### src/logic/twi_flags_regs.svh
`ifndef TWI_FLAGS_REGS_SVH
`define TWI_FLAGS_REGS_SVH

// register byte offsets on the apb bus
`define OFS_CTRL 8'h00
`define OFS_STATUS2 8'h04
`define OFS_CLKCTL 8'h08
`define OFS_STATE 8'h0c

// control register fields
`define CTRL_IRQ_EN_BIT 0
`define CTRL_GC_EN_BIT 4
`define CTRL_IF_EN_BIT 5
`define CTRL_MASK 8'h31

// error status register fields
`define ST_ACK_FAIL_BIT 4
`define ST_STOP_BIT 3
`define ST_ARB_BIT 2
`define ST_FAULT_BIT 1
`define ST_GCALL_BIT 0
`define ST_READ_CLEAR_MASK 5'h1e

// clock control register fields
`define CLK_FAST_BIT 7

// reset values
`define CTRL_RESET 8'h00
`define STATUS2_RESET 5'h00
`define CLKCTL_RESET 8'h00

// bus clock half period: base plus divider times step, in pclk cycles
`define SCL_STD_BASE 16'd20
`define SCL_STD_STEP 16'd4
`define SCL_FAST_BASE 16'd6
`define SCL_FAST_STEP 16'd1

`endif

### src/logic/twi_flags_pkg.sv
package twi_flags_pkg;

    // per-cycle event pulses from the byte transfer engine
    typedef struct packed {
        logic nack;          // transmitted byte not acknowledged
        logic stop_cond;     // stop condition seen on the bus
        logic arb_lost;      // another master won arbitration
        logic misplaced;     // start or stop at a wrong position
        logic gc_addr;       // general call address received
        logic start_issued;  // start condition generated (enter master)
    } bus_event_t;

    // engine context levels qualifying the events
    typedef struct packed {
        logic ack_enable;    // acknowledge enabled
        logic acked_last;    // last byte was acknowledged
        logic rx_ack_phase;  // master receiver in its own ack bit
        logic start_sent;    // start-sent flag of first status register
        logic byte_done;     // byte-transfer-finished flag
    } bus_context_t;

    // bus clock generator states, one-hot
    typedef enum logic [2:0] {
        SCL_IDLE = 3'b001,
        SCL_HIGH = 3'b010,
        SCL_LOW = 3'b100
    } scl_state_t;

endpackage

### src/logic/twi_flags.sv
`timescale 1ns/10ps
// Behaviour
// - reserved status bits 7:5 always read zero
// - set ack fail flag on unacknowledged byte
// - irq on flags 4:1 only when enabled
// - read or disable clears flags 4:1
// - error flags never stretch the clock line
// - slave stop after ack sets stop flag
// - set arbitration lost flag on lost arbitration
// - arbitration loss returns to slave mode
// - no arbitration during master receiver ack bit
// - misplaced start or stop sets bus fault
// - slave general call with enable sets flag
// - general call cleared by stop or disable
// - clock control bit7 selects fast, survives disable
// - divider bits 6:0 set rate, survive disable
// - hold clock low while byte done set
`include "twi_flags_regs.svh"

module twi_flags
    import twi_flags_pkg::*;
#(
    parameter int ADDR_W = 8
)
(
    // apb clock and reset
    input wire logic pclk,
    input wire logic presetn,
    // apb slave
    input wire logic psel,
    input wire logic penable,
    input wire logic pwrite,
    input wire logic [ADDR_W-1:0] paddr,
    input wire logic [31:0] pwdata,
    output logic [31:0] prdata,
    output logic pready,
    output logic pslverr,
    // byte transfer engine
    input wire bus_event_t bus_event,
    input wire bus_context_t bus_context,
    // bus clock pin, open drain
    input wire logic scl_in,
    output logic scl_out,
    output logic scl_oe,
    // status toward the engine and the cpu
    output logic master_mode_flag,
    output logic fast_mode_select,
    output logic irq
);

    // half period of the bus clock for a mode and divider
    function automatic logic [15:0] half_cycles(input logic fast, input logic [6:0] div);
        logic [15:0] d;
        d = {9'h000, div};
        if (fast)
            half_cycles = 16'(`SCL_FAST_BASE + d * `SCL_FAST_STEP);
        else
            half_cycles = 16'(`SCL_STD_BASE + d * `SCL_STD_STEP);
    endfunction

    // register state
    logic [7:0] ctrl_reg, ctrl_next;         // irq, general call, interface enables
    logic [4:0] status2_reg, status2_next;   // error and general call flags
    logic [7:0] clkctl_reg, clkctl_next;     // mode bit and divider
    logic master_reg, master_next;           // master mode indication
    logic pready_reg;                        // access phase answer
    logic [31:0] prdata_reg;                 // captured read data
    logic pslverr_reg;                       // unmapped address answer
    logic irq_reg;                           // interrupt request
    scl_state_t scl_state_reg, scl_state_next;
    logic [15:0] scl_cnt_reg, scl_cnt_next;  // half period counter
    logic scl_oe_reg, scl_oe_next;           // drive clock line low

    // control bit views
    wire logic irq_enable = ctrl_reg[`CTRL_IRQ_EN_BIT];
    wire logic general_call_enable = ctrl_reg[`CTRL_GC_EN_BIT];
    wire logic interface_enable = ctrl_reg[`CTRL_IF_EN_BIT];
    wire logic [6:0] clock_divider = clkctl_reg[6:0];

    // apb decode
    wire logic setup_seen = psel & ~penable;
    wire logic access = psel & penable & pready_reg;
    wire logic wr = access & pwrite;
    wire logic rd = access & ~pwrite;
    wire logic hit_ctrl = paddr == ADDR_W'(`OFS_CTRL);
    wire logic hit_status2 = paddr == ADDR_W'(`OFS_STATUS2);
    wire logic hit_clkctl = paddr == ADDR_W'(`OFS_CLKCTL);
    wire logic hit_state = paddr == ADDR_W'(`OFS_STATE);
    wire logic hit_any = hit_ctrl | hit_status2 | hit_clkctl | hit_state;

    // status2 read completing: clears only bits that were returned
    wire logic status2_rd = rd & hit_status2;
    wire logic [4:0] read_clear = status2_rd ?
        (prdata_reg[4:0] & `ST_READ_CLEAR_MASK) : 5'h00;

    // qualified hardware set events
    wire logic arb_lost_ev = bus_event.arb_lost & ~bus_context.rx_ack_phase;
    wire logic stop_seen_set = bus_event.stop_cond & ~master_reg
        & bus_context.ack_enable & bus_context.acked_last;
    wire logic gc_set = bus_event.gc_addr & ~master_reg & general_call_enable;

    // set vector in flag order
    wire logic [4:0] flag_set = {
        bus_event.nack,
        stop_seen_set,
        arb_lost_ev,
        bus_event.misplaced,
        gc_set
    };

    // read data selection; reserved bits stay zero
    wire logic [31:0] rd_value =
        hit_ctrl ? {24'h000000, ctrl_reg} :
        hit_status2 ? {27'h0000000, status2_reg} :
        hit_clkctl ? {24'h000000, clkctl_reg} :
        hit_state ? {29'h00000000, scl_in, scl_oe_reg, master_reg} :
        32'h00000000;

    // control register write
    always_comb
    begin
        ctrl_next = ctrl_reg;
        if (wr && hit_ctrl)
        begin
            ctrl_next = pwdata[7:0] & `CTRL_MASK;
        end
    end

    // clock control write, no clear on disable
    always_comb
    begin
        clkctl_next = clkctl_reg;
        if (wr && hit_clkctl)
        begin
            clkctl_next = pwdata[7:0];
        end
    end

    // flag update: clear first, set wins over read and stop clears
    always_comb
    begin
        status2_next = status2_reg & ~read_clear;
        // general call: stop on bus clears, read does not
        if (bus_event.stop_cond)
        begin
            status2_next[`ST_GCALL_BIT] = 1'b0;
        end
        status2_next = status2_next | flag_set;
        // disabled interface holds all flags clear
        if (!interface_enable)
        begin
            status2_next = `STATUS2_RESET;
        end
    end

    // master indication
    always_comb
    begin
        master_next = master_reg;
        if (bus_event.start_issued)
        begin
            master_next = 1'b1;
        end
        // lost arbitration or stop returns to slave
        if (arb_lost_ev || bus_event.stop_cond)
        begin
            master_next = 1'b0;
        end
        if (!interface_enable)
        begin
            master_next = 1'b0;
        end
    end

    // bus clock generator and stretching
    always_comb
    begin
        scl_state_next = scl_state_reg;
        scl_cnt_next = scl_cnt_reg;
        scl_oe_next = scl_oe_reg;
        unique case (scl_state_reg)
            SCL_IDLE:
            begin
                // line released unless engine flags stretch it or master mode starts the low half
                scl_oe_next = 1'b0;
                scl_cnt_next = 16'h0000;
                if (interface_enable && master_reg && !bus_context.byte_done)
                begin
                    scl_state_next = SCL_LOW;
                    scl_oe_next = 1'b1;
                end
            end
            SCL_HIGH:
            begin
                scl_oe_next = 1'b0;
                // count only once the line really is high
                if (scl_in)
                begin
                    scl_cnt_next = scl_cnt_reg + 16'h0001;
                end
                if (scl_in && (scl_cnt_next >= half_cycles(fast_mode_select, clock_divider)))
                begin
                    scl_cnt_next = 16'h0000;
                    scl_state_next = SCL_LOW;
                    scl_oe_next = 1'b1;
                end
            end
            SCL_LOW:
            begin
                scl_oe_next = 1'b1;
                // fast mode low half is twice the high half
                scl_cnt_next = scl_cnt_reg + 16'h0001;
                if (bus_context.byte_done)
                begin
                    scl_cnt_next = 16'h0000;
                end
                else if (scl_cnt_next >= (fast_mode_select ?
                    16'(half_cycles(1'b1, clock_divider) << 1) :
                    half_cycles(1'b0, clock_divider)))
                begin
                    scl_cnt_next = 16'h0000;
                    scl_state_next = SCL_HIGH;
                    scl_oe_next = 1'b0;
                end
            end
            default:
            begin
                scl_state_next = SCL_IDLE;
                scl_cnt_next = 16'h0000;
                scl_oe_next = 1'b0;
            end
        endcase
        // leaving master or disabling stops the generator
        if (!interface_enable || !master_next)
        begin
            scl_state_next = SCL_IDLE;
            scl_oe_next = 1'b0;
        end
        // stretch from engine flags only, never from error flags
        if (interface_enable && (bus_context.byte_done || bus_context.start_sent))
        begin
            scl_oe_next = 1'b1;
        end
    end

    // control and flag registers
    always_ff @(posedge pclk or negedge presetn)
    begin
        if (!presetn)
        begin
            ctrl_reg <= `CTRL_RESET;
            clkctl_reg <= `CLKCTL_RESET;
            status2_reg <= `STATUS2_RESET;
            master_reg <= 1'b0;
        end
        else
        begin
            ctrl_reg <= ctrl_next;
            clkctl_reg <= clkctl_next;
            status2_reg <= status2_next;
            master_reg <= master_next;
        end
    end

    // apb answer: pready one cycle into the access phase
    always_ff @(posedge pclk or negedge presetn)
    begin
        if (!presetn)
        begin
            pready_reg <= 1'b0;
            prdata_reg <= 32'h00000000;
            pslverr_reg <= 1'b0;
        end
        else
        begin
            pready_reg <= psel & penable & ~pready_reg;
            if (psel && penable && !pready_reg)
            begin
                prdata_reg <= pwrite ? 32'h00000000 : rd_value;
                pslverr_reg <= ~hit_any;
            end
            else if (setup_seen)
            begin
                pslverr_reg <= 1'b0;
            end
        end
    end

    // interrupt request from the four event flags
    always_ff @(posedge pclk or negedge presetn)
    begin
        if (!presetn)
        begin
            irq_reg <= 1'b0;
        end
        else
        begin
            irq_reg <= ctrl_next[`CTRL_IRQ_EN_BIT]
                & (|(status2_next & `ST_READ_CLEAR_MASK));
        end
    end

    // bus clock generator registers
    always_ff @(posedge pclk or negedge presetn)
    begin
        if (!presetn)
        begin
            scl_state_reg <= SCL_IDLE;
            scl_cnt_reg <= 16'h0000;
            scl_oe_reg <= 1'b0;
        end
        else
        begin
            scl_state_reg <= scl_state_next;
            scl_cnt_reg <= scl_cnt_next;
            scl_oe_reg <= scl_oe_next;
        end
    end

    // outputs straight from flip-flops, except scl_out tied low
    assign prdata = prdata_reg;
    assign pready = pready_reg;
    assign pslverr = pslverr_reg;
    assign scl_out = 1'b0;
    assign scl_oe = scl_oe_reg;
    assign master_mode_flag = master_reg;
    assign fast_mode_select = clkctl_reg[`CLK_FAST_BIT];
    assign irq = irq_reg;

endmodule

### config.mk
export PLATFORM = sky130hd
export DESIGN_NAME = twi_flags
export DESIGN_NICKNAME = d
export VERILOG_FILES = /design/src/logic/twi_flags_pkg.sv /design/src/logic/twi_flags.sv
export VERILOG_INCLUDE_DIRS = /design/src /design/src/logic
export SDC_FILE = /design/constraint.sdc
export NUM_CORES = 1
export LEC_CHECK = 0
export ABC_AREA = 1
export BUFFER_PORTS_ARGS = -buffer_cell sky130_fd_sc_hd__buf_2
export CAP_MARGIN = 5
export CORE_MARGIN = 4
export CORE_UTILIZATION = 49
export DETAILED_ROUTE_END_ITERATION = 10
export GPL_ROUTABILITY_DRIVEN = 1
export PLACE_DENSITY = 0.89
export SYNTH_ARGS = -nofsm -noshare
export SYNTH_HDL_FRONTEND = slang
export SYNTH_SLANG_ARGS = --single-unit
export TNS_END_PERCENT = 10
### constraint.sdc
create_clock -name pclk -period 2.6 [get_ports pclk]
set_clock_uncertainty 0.05 [all_clocks]
set_input_delay 0.39 -clock pclk [delete_from_list [all_inputs] [get_ports pclk]]
set_output_delay 0.39 -clock pclk [all_outputs]
set_load 0.05 [all_outputs]
* After elaboration in Yosys (flattened, before gate mapping) *
Index checks and enable logic that the tools add are counted.

cells by class
  add/subtract/negate cells = 3
  magnitude comparators = 2
  eq/ne operators = 10
  mux-type cells = 40
  bitwise operators = 26
  reductions and logical operators = 19

operators by type and width
  operator               count
  $mux 16                9
  $ge 16x16->1           2
  $mux 8                 4
  $pmux 16 s2            1
  $mux 15                2
  $mux 3                 6
  $add 16x1->16 const B  1
  $eq 8x4->1 const B     2
  $and 1x1->1            14
  $mux 1                 13
  $ne 3x3->1 const B     4
  $add 5x9->10 const A   1
  $mux 10                1
  $mux 5                 2
  $pmux 3 s3             1
  $add 3x7->8 const A    1
  $eq 8x3->1 const B     1
  $logic_and 1x1->1      8
  $logic_not 8->1        1
  $not 1->1              6
  $and 5x5->5            1
  $not 5->5              1
  $or 5x5->5             1
  $logic_not 1->1        4
  other kinds (9)        13

storage, ports and cells
  register bits = 72
  input bits = 57
  output and inout port bits = 39
  logic and storage cells = 112

* Logic depth before layout (Yosys ltp) *
  word-level depth = 12
  depth in mapped cells = 23
  depth with buffers taken out = 23

* Worst setup path after synthesis *
No wires, ideal clock.

  kind = register to register
  start = register clkctl_reg[7]
  end = register scl_state_reg[1]
  setup time = 0.066 ns
  data arrival time = 2.477 ns
  path slack = 0.007 ns
  cell stages (with the launch flop) = 19
  path buffers = 0
  path through = dfrtp_1 > clkinv_1 > a21oi_1 > o21ai_0 > o21ai_0 > ha_1 > a21oi_1 > nand2_1 > nand2_1 > nand2_1 > nand2_1 > nand2_1 > nand2_1 > nand2_1 > o21ai_2 > nand2_2 > clkinv_4 > nand2_1 > nand2_1

on the way
  word-level cells in the longest chain between the ends = 6
  elaborated cells between the ends (all ways) = 9
  classes of those cells = 2 x order compare; 2 x eq/ne; 3 x mux; 2 x reduce/logical

ends and longest elaborated chain
  element                              RTL line          source
  start, declared                      twi_flags.sv:64   logic [7:0] clkctl_reg, clkctl_next;
  start signal, assigned               twi_flags.sv:252  clkctl_reg <= `CLKCTL_RESET;
  start signal, assigned               twi_flags.sv:259  clkctl_reg <= clkctl_next;
  $mux 10                              twi_flags.sv:55   if (fast)
  $mux 16                              twi_flags.sv:181  unique case (scl_state_reg)
  $ge 16x16->1                         twi_flags.sv:201  if (scl_in && (scl_cnt_next >= half_cycles(fast_mode_select, clock_divider)))
  $logic_and 1x1->1                    twi_flags.sv:201
  $ne 3x3->1 (no source line)          -
  $reduce_and 4->1 (no source line) *  -
  end signal, assigned                 twi_flags.sv:314  scl_state_reg <= scl_state_next;
  end, declared                        twi_flags.sv:70   scl_state_t scl_state_reg, scl_state_next;

Mark *: on every way between the ends. The rest lies on a longest branch, timed or not. The select of a mux whose other input is x is not followed.
A chain may end at the register's enable or synchronous reset.

* Worst setup path after layout *
  start = register scl_cnt_reg[3]
  end = register scl_cnt_reg[7]

on the way
  word-level cells in the longest chain between the ends = 7
  elaborated cells between the ends (all ways) = 10
  classes of those cells = 1 x add/sub; 2 x order compare; 6 x mux; 1 x reduce/logical

ends and longest elaborated chain
  element                 RTL line                            source
  start, declared         twi_flags.sv:71                     logic [15:0] scl_cnt_reg, scl_cnt_next;
  start signal, assigned  twi_flags.sv:315                    scl_cnt_reg <= scl_cnt_next;
  $add 16x1->16           twi_flags.sv:199, twi_flags.sv:212
  $mux 16                 twi_flags.sv:197                    if (scl_in)
  $mux 16                 twi_flags.sv:181
  $ge 16x16->1            twi_flags.sv:201
  $logic_and 1x1->1       twi_flags.sv:201
  $mux 16                 twi_flags.sv:201
  $pmux 16 s2 *           twi_flags.sv:181
  via scl_cnt_next[7]     twi_flags.sv:71

The timed path passes the listed nets; every way through them passes the cells marked *. The select of a mux whose other input is x is not followed.

==> summary.md <==
| Metric | Value |
|---|---|
| Status | `finished with violations` |
| Failing checks | `setup timing` |
| Drc violations | `0` |
| Top cell type's share of synthesized area | `roughly a third` |
| Die width | `roughly 95 µm` |
| GRT Total Usage | `23.2%` |
| Non-Filler Instances | `740` |
| XOR/XNOR Fraction of Synth Area | `about 2.1%` |
| Hold WC Path Type | `in -> reg` |
| Antenna Nets Post-Route | `0` |
| WP buf/inv | `2` |
| Synthesized cell area | `between 0.003 and 0.004 mm²` |
| Number of flip-flops in the largest register | `16` |
| HPWL Detailed | `between 7000 and 8000 µm` |
| Seq/Total Area, Yosys | `around a third` |
| WP data required | `approximately 2.8 ns` |
| Port Buffers | `46` |
| WL/cell | `14.1 µm` |
| Nets | `between 700 and 800` |
| Ys async rst share | `100%` |
| Core Area | `approximately 0.0073 mm²` |
| Storage cell area | `between 0.001 and 0.0015 mm²` |
| Largest family of logic cells by synthesized area | `simple AND/OR/NAND/NOR gates` |
| Grt ovf | `0` |
| Number of global-route vias before repair | `approximately 3.9k` |
| I/O pin cnt | `96` |
| RSZ-0062 raised after global routing | `true` |
| Die Span Y | `~95 µm` |
| Max cap viols | `0` |
| Area post-placement | `approximately 0.0042 mm²` |
| Crit-path max FO | `5` |
| Adder-cell share of the synthesized area | `7.76%` |
| Clock period minus worst slack | `2.69 ns` |
| Via count | `3899` |
| Synthesis warning total | `0` |
| Fraction of layout cells with a size suffix above 1 | `between 20% and 30%` |
| Synth cell types | `36` |
| Seq cells post-synth | `48` |
| Synth area leaders | `dfrtp_1 (32%), nand2_1 (16%), inv_1 (9.0%)` |
| Syn Inst Count | `about 550` |
| Nature of the critical path endpoint | `flip-flop` |
| Slew Limit Fails | `0` |
| Setup TNS Final | `-0.532 ns` |
| H-tree levels | `2` |
| Multi-input gate area | `0.00233 mm²` |
| Clock sinks | `48` |
| ANT cells | `0` |
| Worst-path clk slew | `approximately 0.1 ns` |
| CTS tree | `done` |
| Routed WL | `between 10000 and 15000 µm` |
| Peak supply drop | `around 0.00025 V` |
| Pwr per Cell Area | `~340 mW/mm²` |
| Top FF cell, synth | `dfrtp_1` |
| Sequence of cells on the critical path | `nand2_4, nor2_4, nand2_2, nor2_2, xor2_1, buf_4, buf_4, ha_1, a211oi_2, nand2_1, nor2_1, nand2_2, nor2_2, nand3_1, nand2_1` |
| DP Cell Count | `just over 700` |
| Hold_ws | `~0.27 ns` |
| Die area | `around 0.0090 mm²` |
| Post-Place Setup Slack | `-0.0402 ns` |
| 1st-iter DRT viols | `294` |
| Most frequent cell after synthesis | `nand2_1` |
| Root Driver | `clkbuf_8` |
| Initial Util | `50.9%` |
| Vias per Instance | `approximately 5.3` |
| Setup violators final | `13` |
| Row cnt | `31` |
| Delay-heaviest family, CP | `simple AND/OR/NAND/NOR gates` |
| Worst slew pin tran | `about 0.56 ns` |
| Number of buffers created by CTS | `5` |
| Critical path's slowest cell | `dfrtp_1` |
| WS Path Type | `reg -> reg` |
| Worst-Skew Late Latency | `~0.31 ns` |
| Mean Syn Cell Area | `6.71 µm²` |
| Area Growth Syn to Fin | `26.3%` |
| Final Wtd Congestion | `about 1` |
| Synth Area in Simple Gates | `30.5%` |
| Final Hold Viols | `0` |
| Crit Reg-Reg Startpoint | `scl_cnt_reg[3]` |
| Initial antenna violation count | `0` |
| Critical Path AT | `~2.9 ns` |
| Bufs on Longest Clock Path | `2` |
| Startpoint types | `flip-flop` |
| P_leak | `between 2 and 3 nW` |
| Crit-path max cell delay | `between 0.4 and 0.5 ns` |
| Pin count of the biggest net entering global routing | `24` |
| Synth Area in Compound Gates | `11.7%` |
| FILL cells | `617` |
| Synth area leader | `dfrtp_1` |
| Hold path start | `bus_context[1]` |
| Final Cell Area | `around 0.0047 mm²` |
| First-pass GRT wire length | `~17000 µm` |
| Final period util | `103%` |
| Synth top cells by count | `nand2_1 (159), inv_1 (89), nor2_1 (52)` |
| Fmax | `around 370 MHz` |
| Final WS setup | `-0.0888 ns` |
| Crit path from | `scl_cnt_reg[3]` |
| Number of synthesized flops with an enable pin | `0` |
| Drt first pass iters | `6` |
| Post-synthesis mux area share | `less than 1%` |
| Slew margin rel. | `62.6%` |
power by group:
part	total [mW]	switching (mW)	leakage [nW]	internal (mW)
Clock	0.666	0.279	0.0687	0.387
Sequential	0.753	0.00281	0.630	0.750
Combinational	0.188	0.151	1.89	0.0374
Total	1.61	0.432	2.59	1.17
cell families after synthesis:
logic type,count (synthesis)
flip-flops,48
other,1
XOR/XNOR,9
AO/OA/AOI/OAI,79
AND/OR/NAND/NOR,269
buffers and inverters,123
multiplexers,1
adder cells (fa/ha/maj),23
worst register-to-register path, cell delays in order, from the launching register on:
cell	delay (ns)
dfrtp_1	0.43
nand2_4	0.09
nor2_4	0.13
nand2_2	0.09
nor2_2	0.09
xor2_1	0.21
buf_4	0.14
buf_4	0.11
ha_1	0.26
a211oi_2	0.22
nand2_1	0.08
nor2_1	0.16
nand2_2	0.13
nor2_2	0.25
nand3_1	0.11
nand2_1	0.09
per-layer routing:
| layer | vias up | part of all wire (%) | global-route usage, % |
|---|---|---|---|
| met5 | - | 0 | 0 |
| met4 | 0 | 2.5 | 7.81 |
| met3 | 27 | 6.9 | 4.58 |
| met2 | 186 | 51 | 41.5 |
| met1 | 1812 | 40 | 27.8 |
| li1 | 1874 | - | - |
through the flow:
stage / util, % / power, mW
2_1_floorplan: - / 0.917
3_3_place_gp: 57.1 / 0.947
3_5_place_dp: 57.1 / 0.950
4_1_cts: 60.3 / 1.60
5_1_grt: 64.3 / 1.66
6_report: 64.3 / 1.61
worst paths after layout:
path / endpoint / slack, ns / cells past startpoint
max in group asynchronous: scl_state_reg[0] / 1.46 / 3
max reg2reg: scl_cnt_reg[7] / -0.09 / 15
min reg2reg: prdata[0] / 0.47 / 2
min in group asynchronous: scl_cnt_reg[12] / 0.42 / 2
max: scl_cnt_reg[7] / -0.09 / 15
min: scl_oe / 0.27 / 3
cells in the final DEF, fill, tap and decap left out, types with 3 or more instances in the layout:
master      n
dfrtp_2     4
o21ai_2     4
nor2_1     44
nand4_1    10
nand3_1    25
nand3_2     3
o21ai_1     9
nor3_1      5
buf_2      46
nor2_4      6
a21oi_2     6
a21oi_1    16
dfrtp_1    43
inv_2       4
o21ai_0    29
conb_1     25
buf_4      38
ha_4        8
clkbuf_8    5
nand2_1   146
nand2_4     4
o22ai_1     4
xor2_1      7
inv_1      84
ha_1       15
nor2_2      7
nand2_2    14
repair_timing:
| item | CTS | global route |
|---|---|---|
| endpoints found under the setup margin | 13 | 13 |
| hold buffers | 1 | 0 |
| resized for setup | 24 | 60 |
| endpoints found under the hold margin | 6 | 0 |
| pin swaps | 10 | 26 |
| gates cloned | 1 | 1 |
| buffers inserted | 3 | 6 |
area by class of cell:
type	count	area share, %
clock inverter	3	1.47
sequential	48	25.8
multi-input combinational	407	49.7
inverter	92	7.53
timing repair inverter	1	0.187
tap	99	2.64
clock buffer	5	1.47
timing repair buffer	85	11.2
Note: power is estimated with default switching activity, not from simulation.
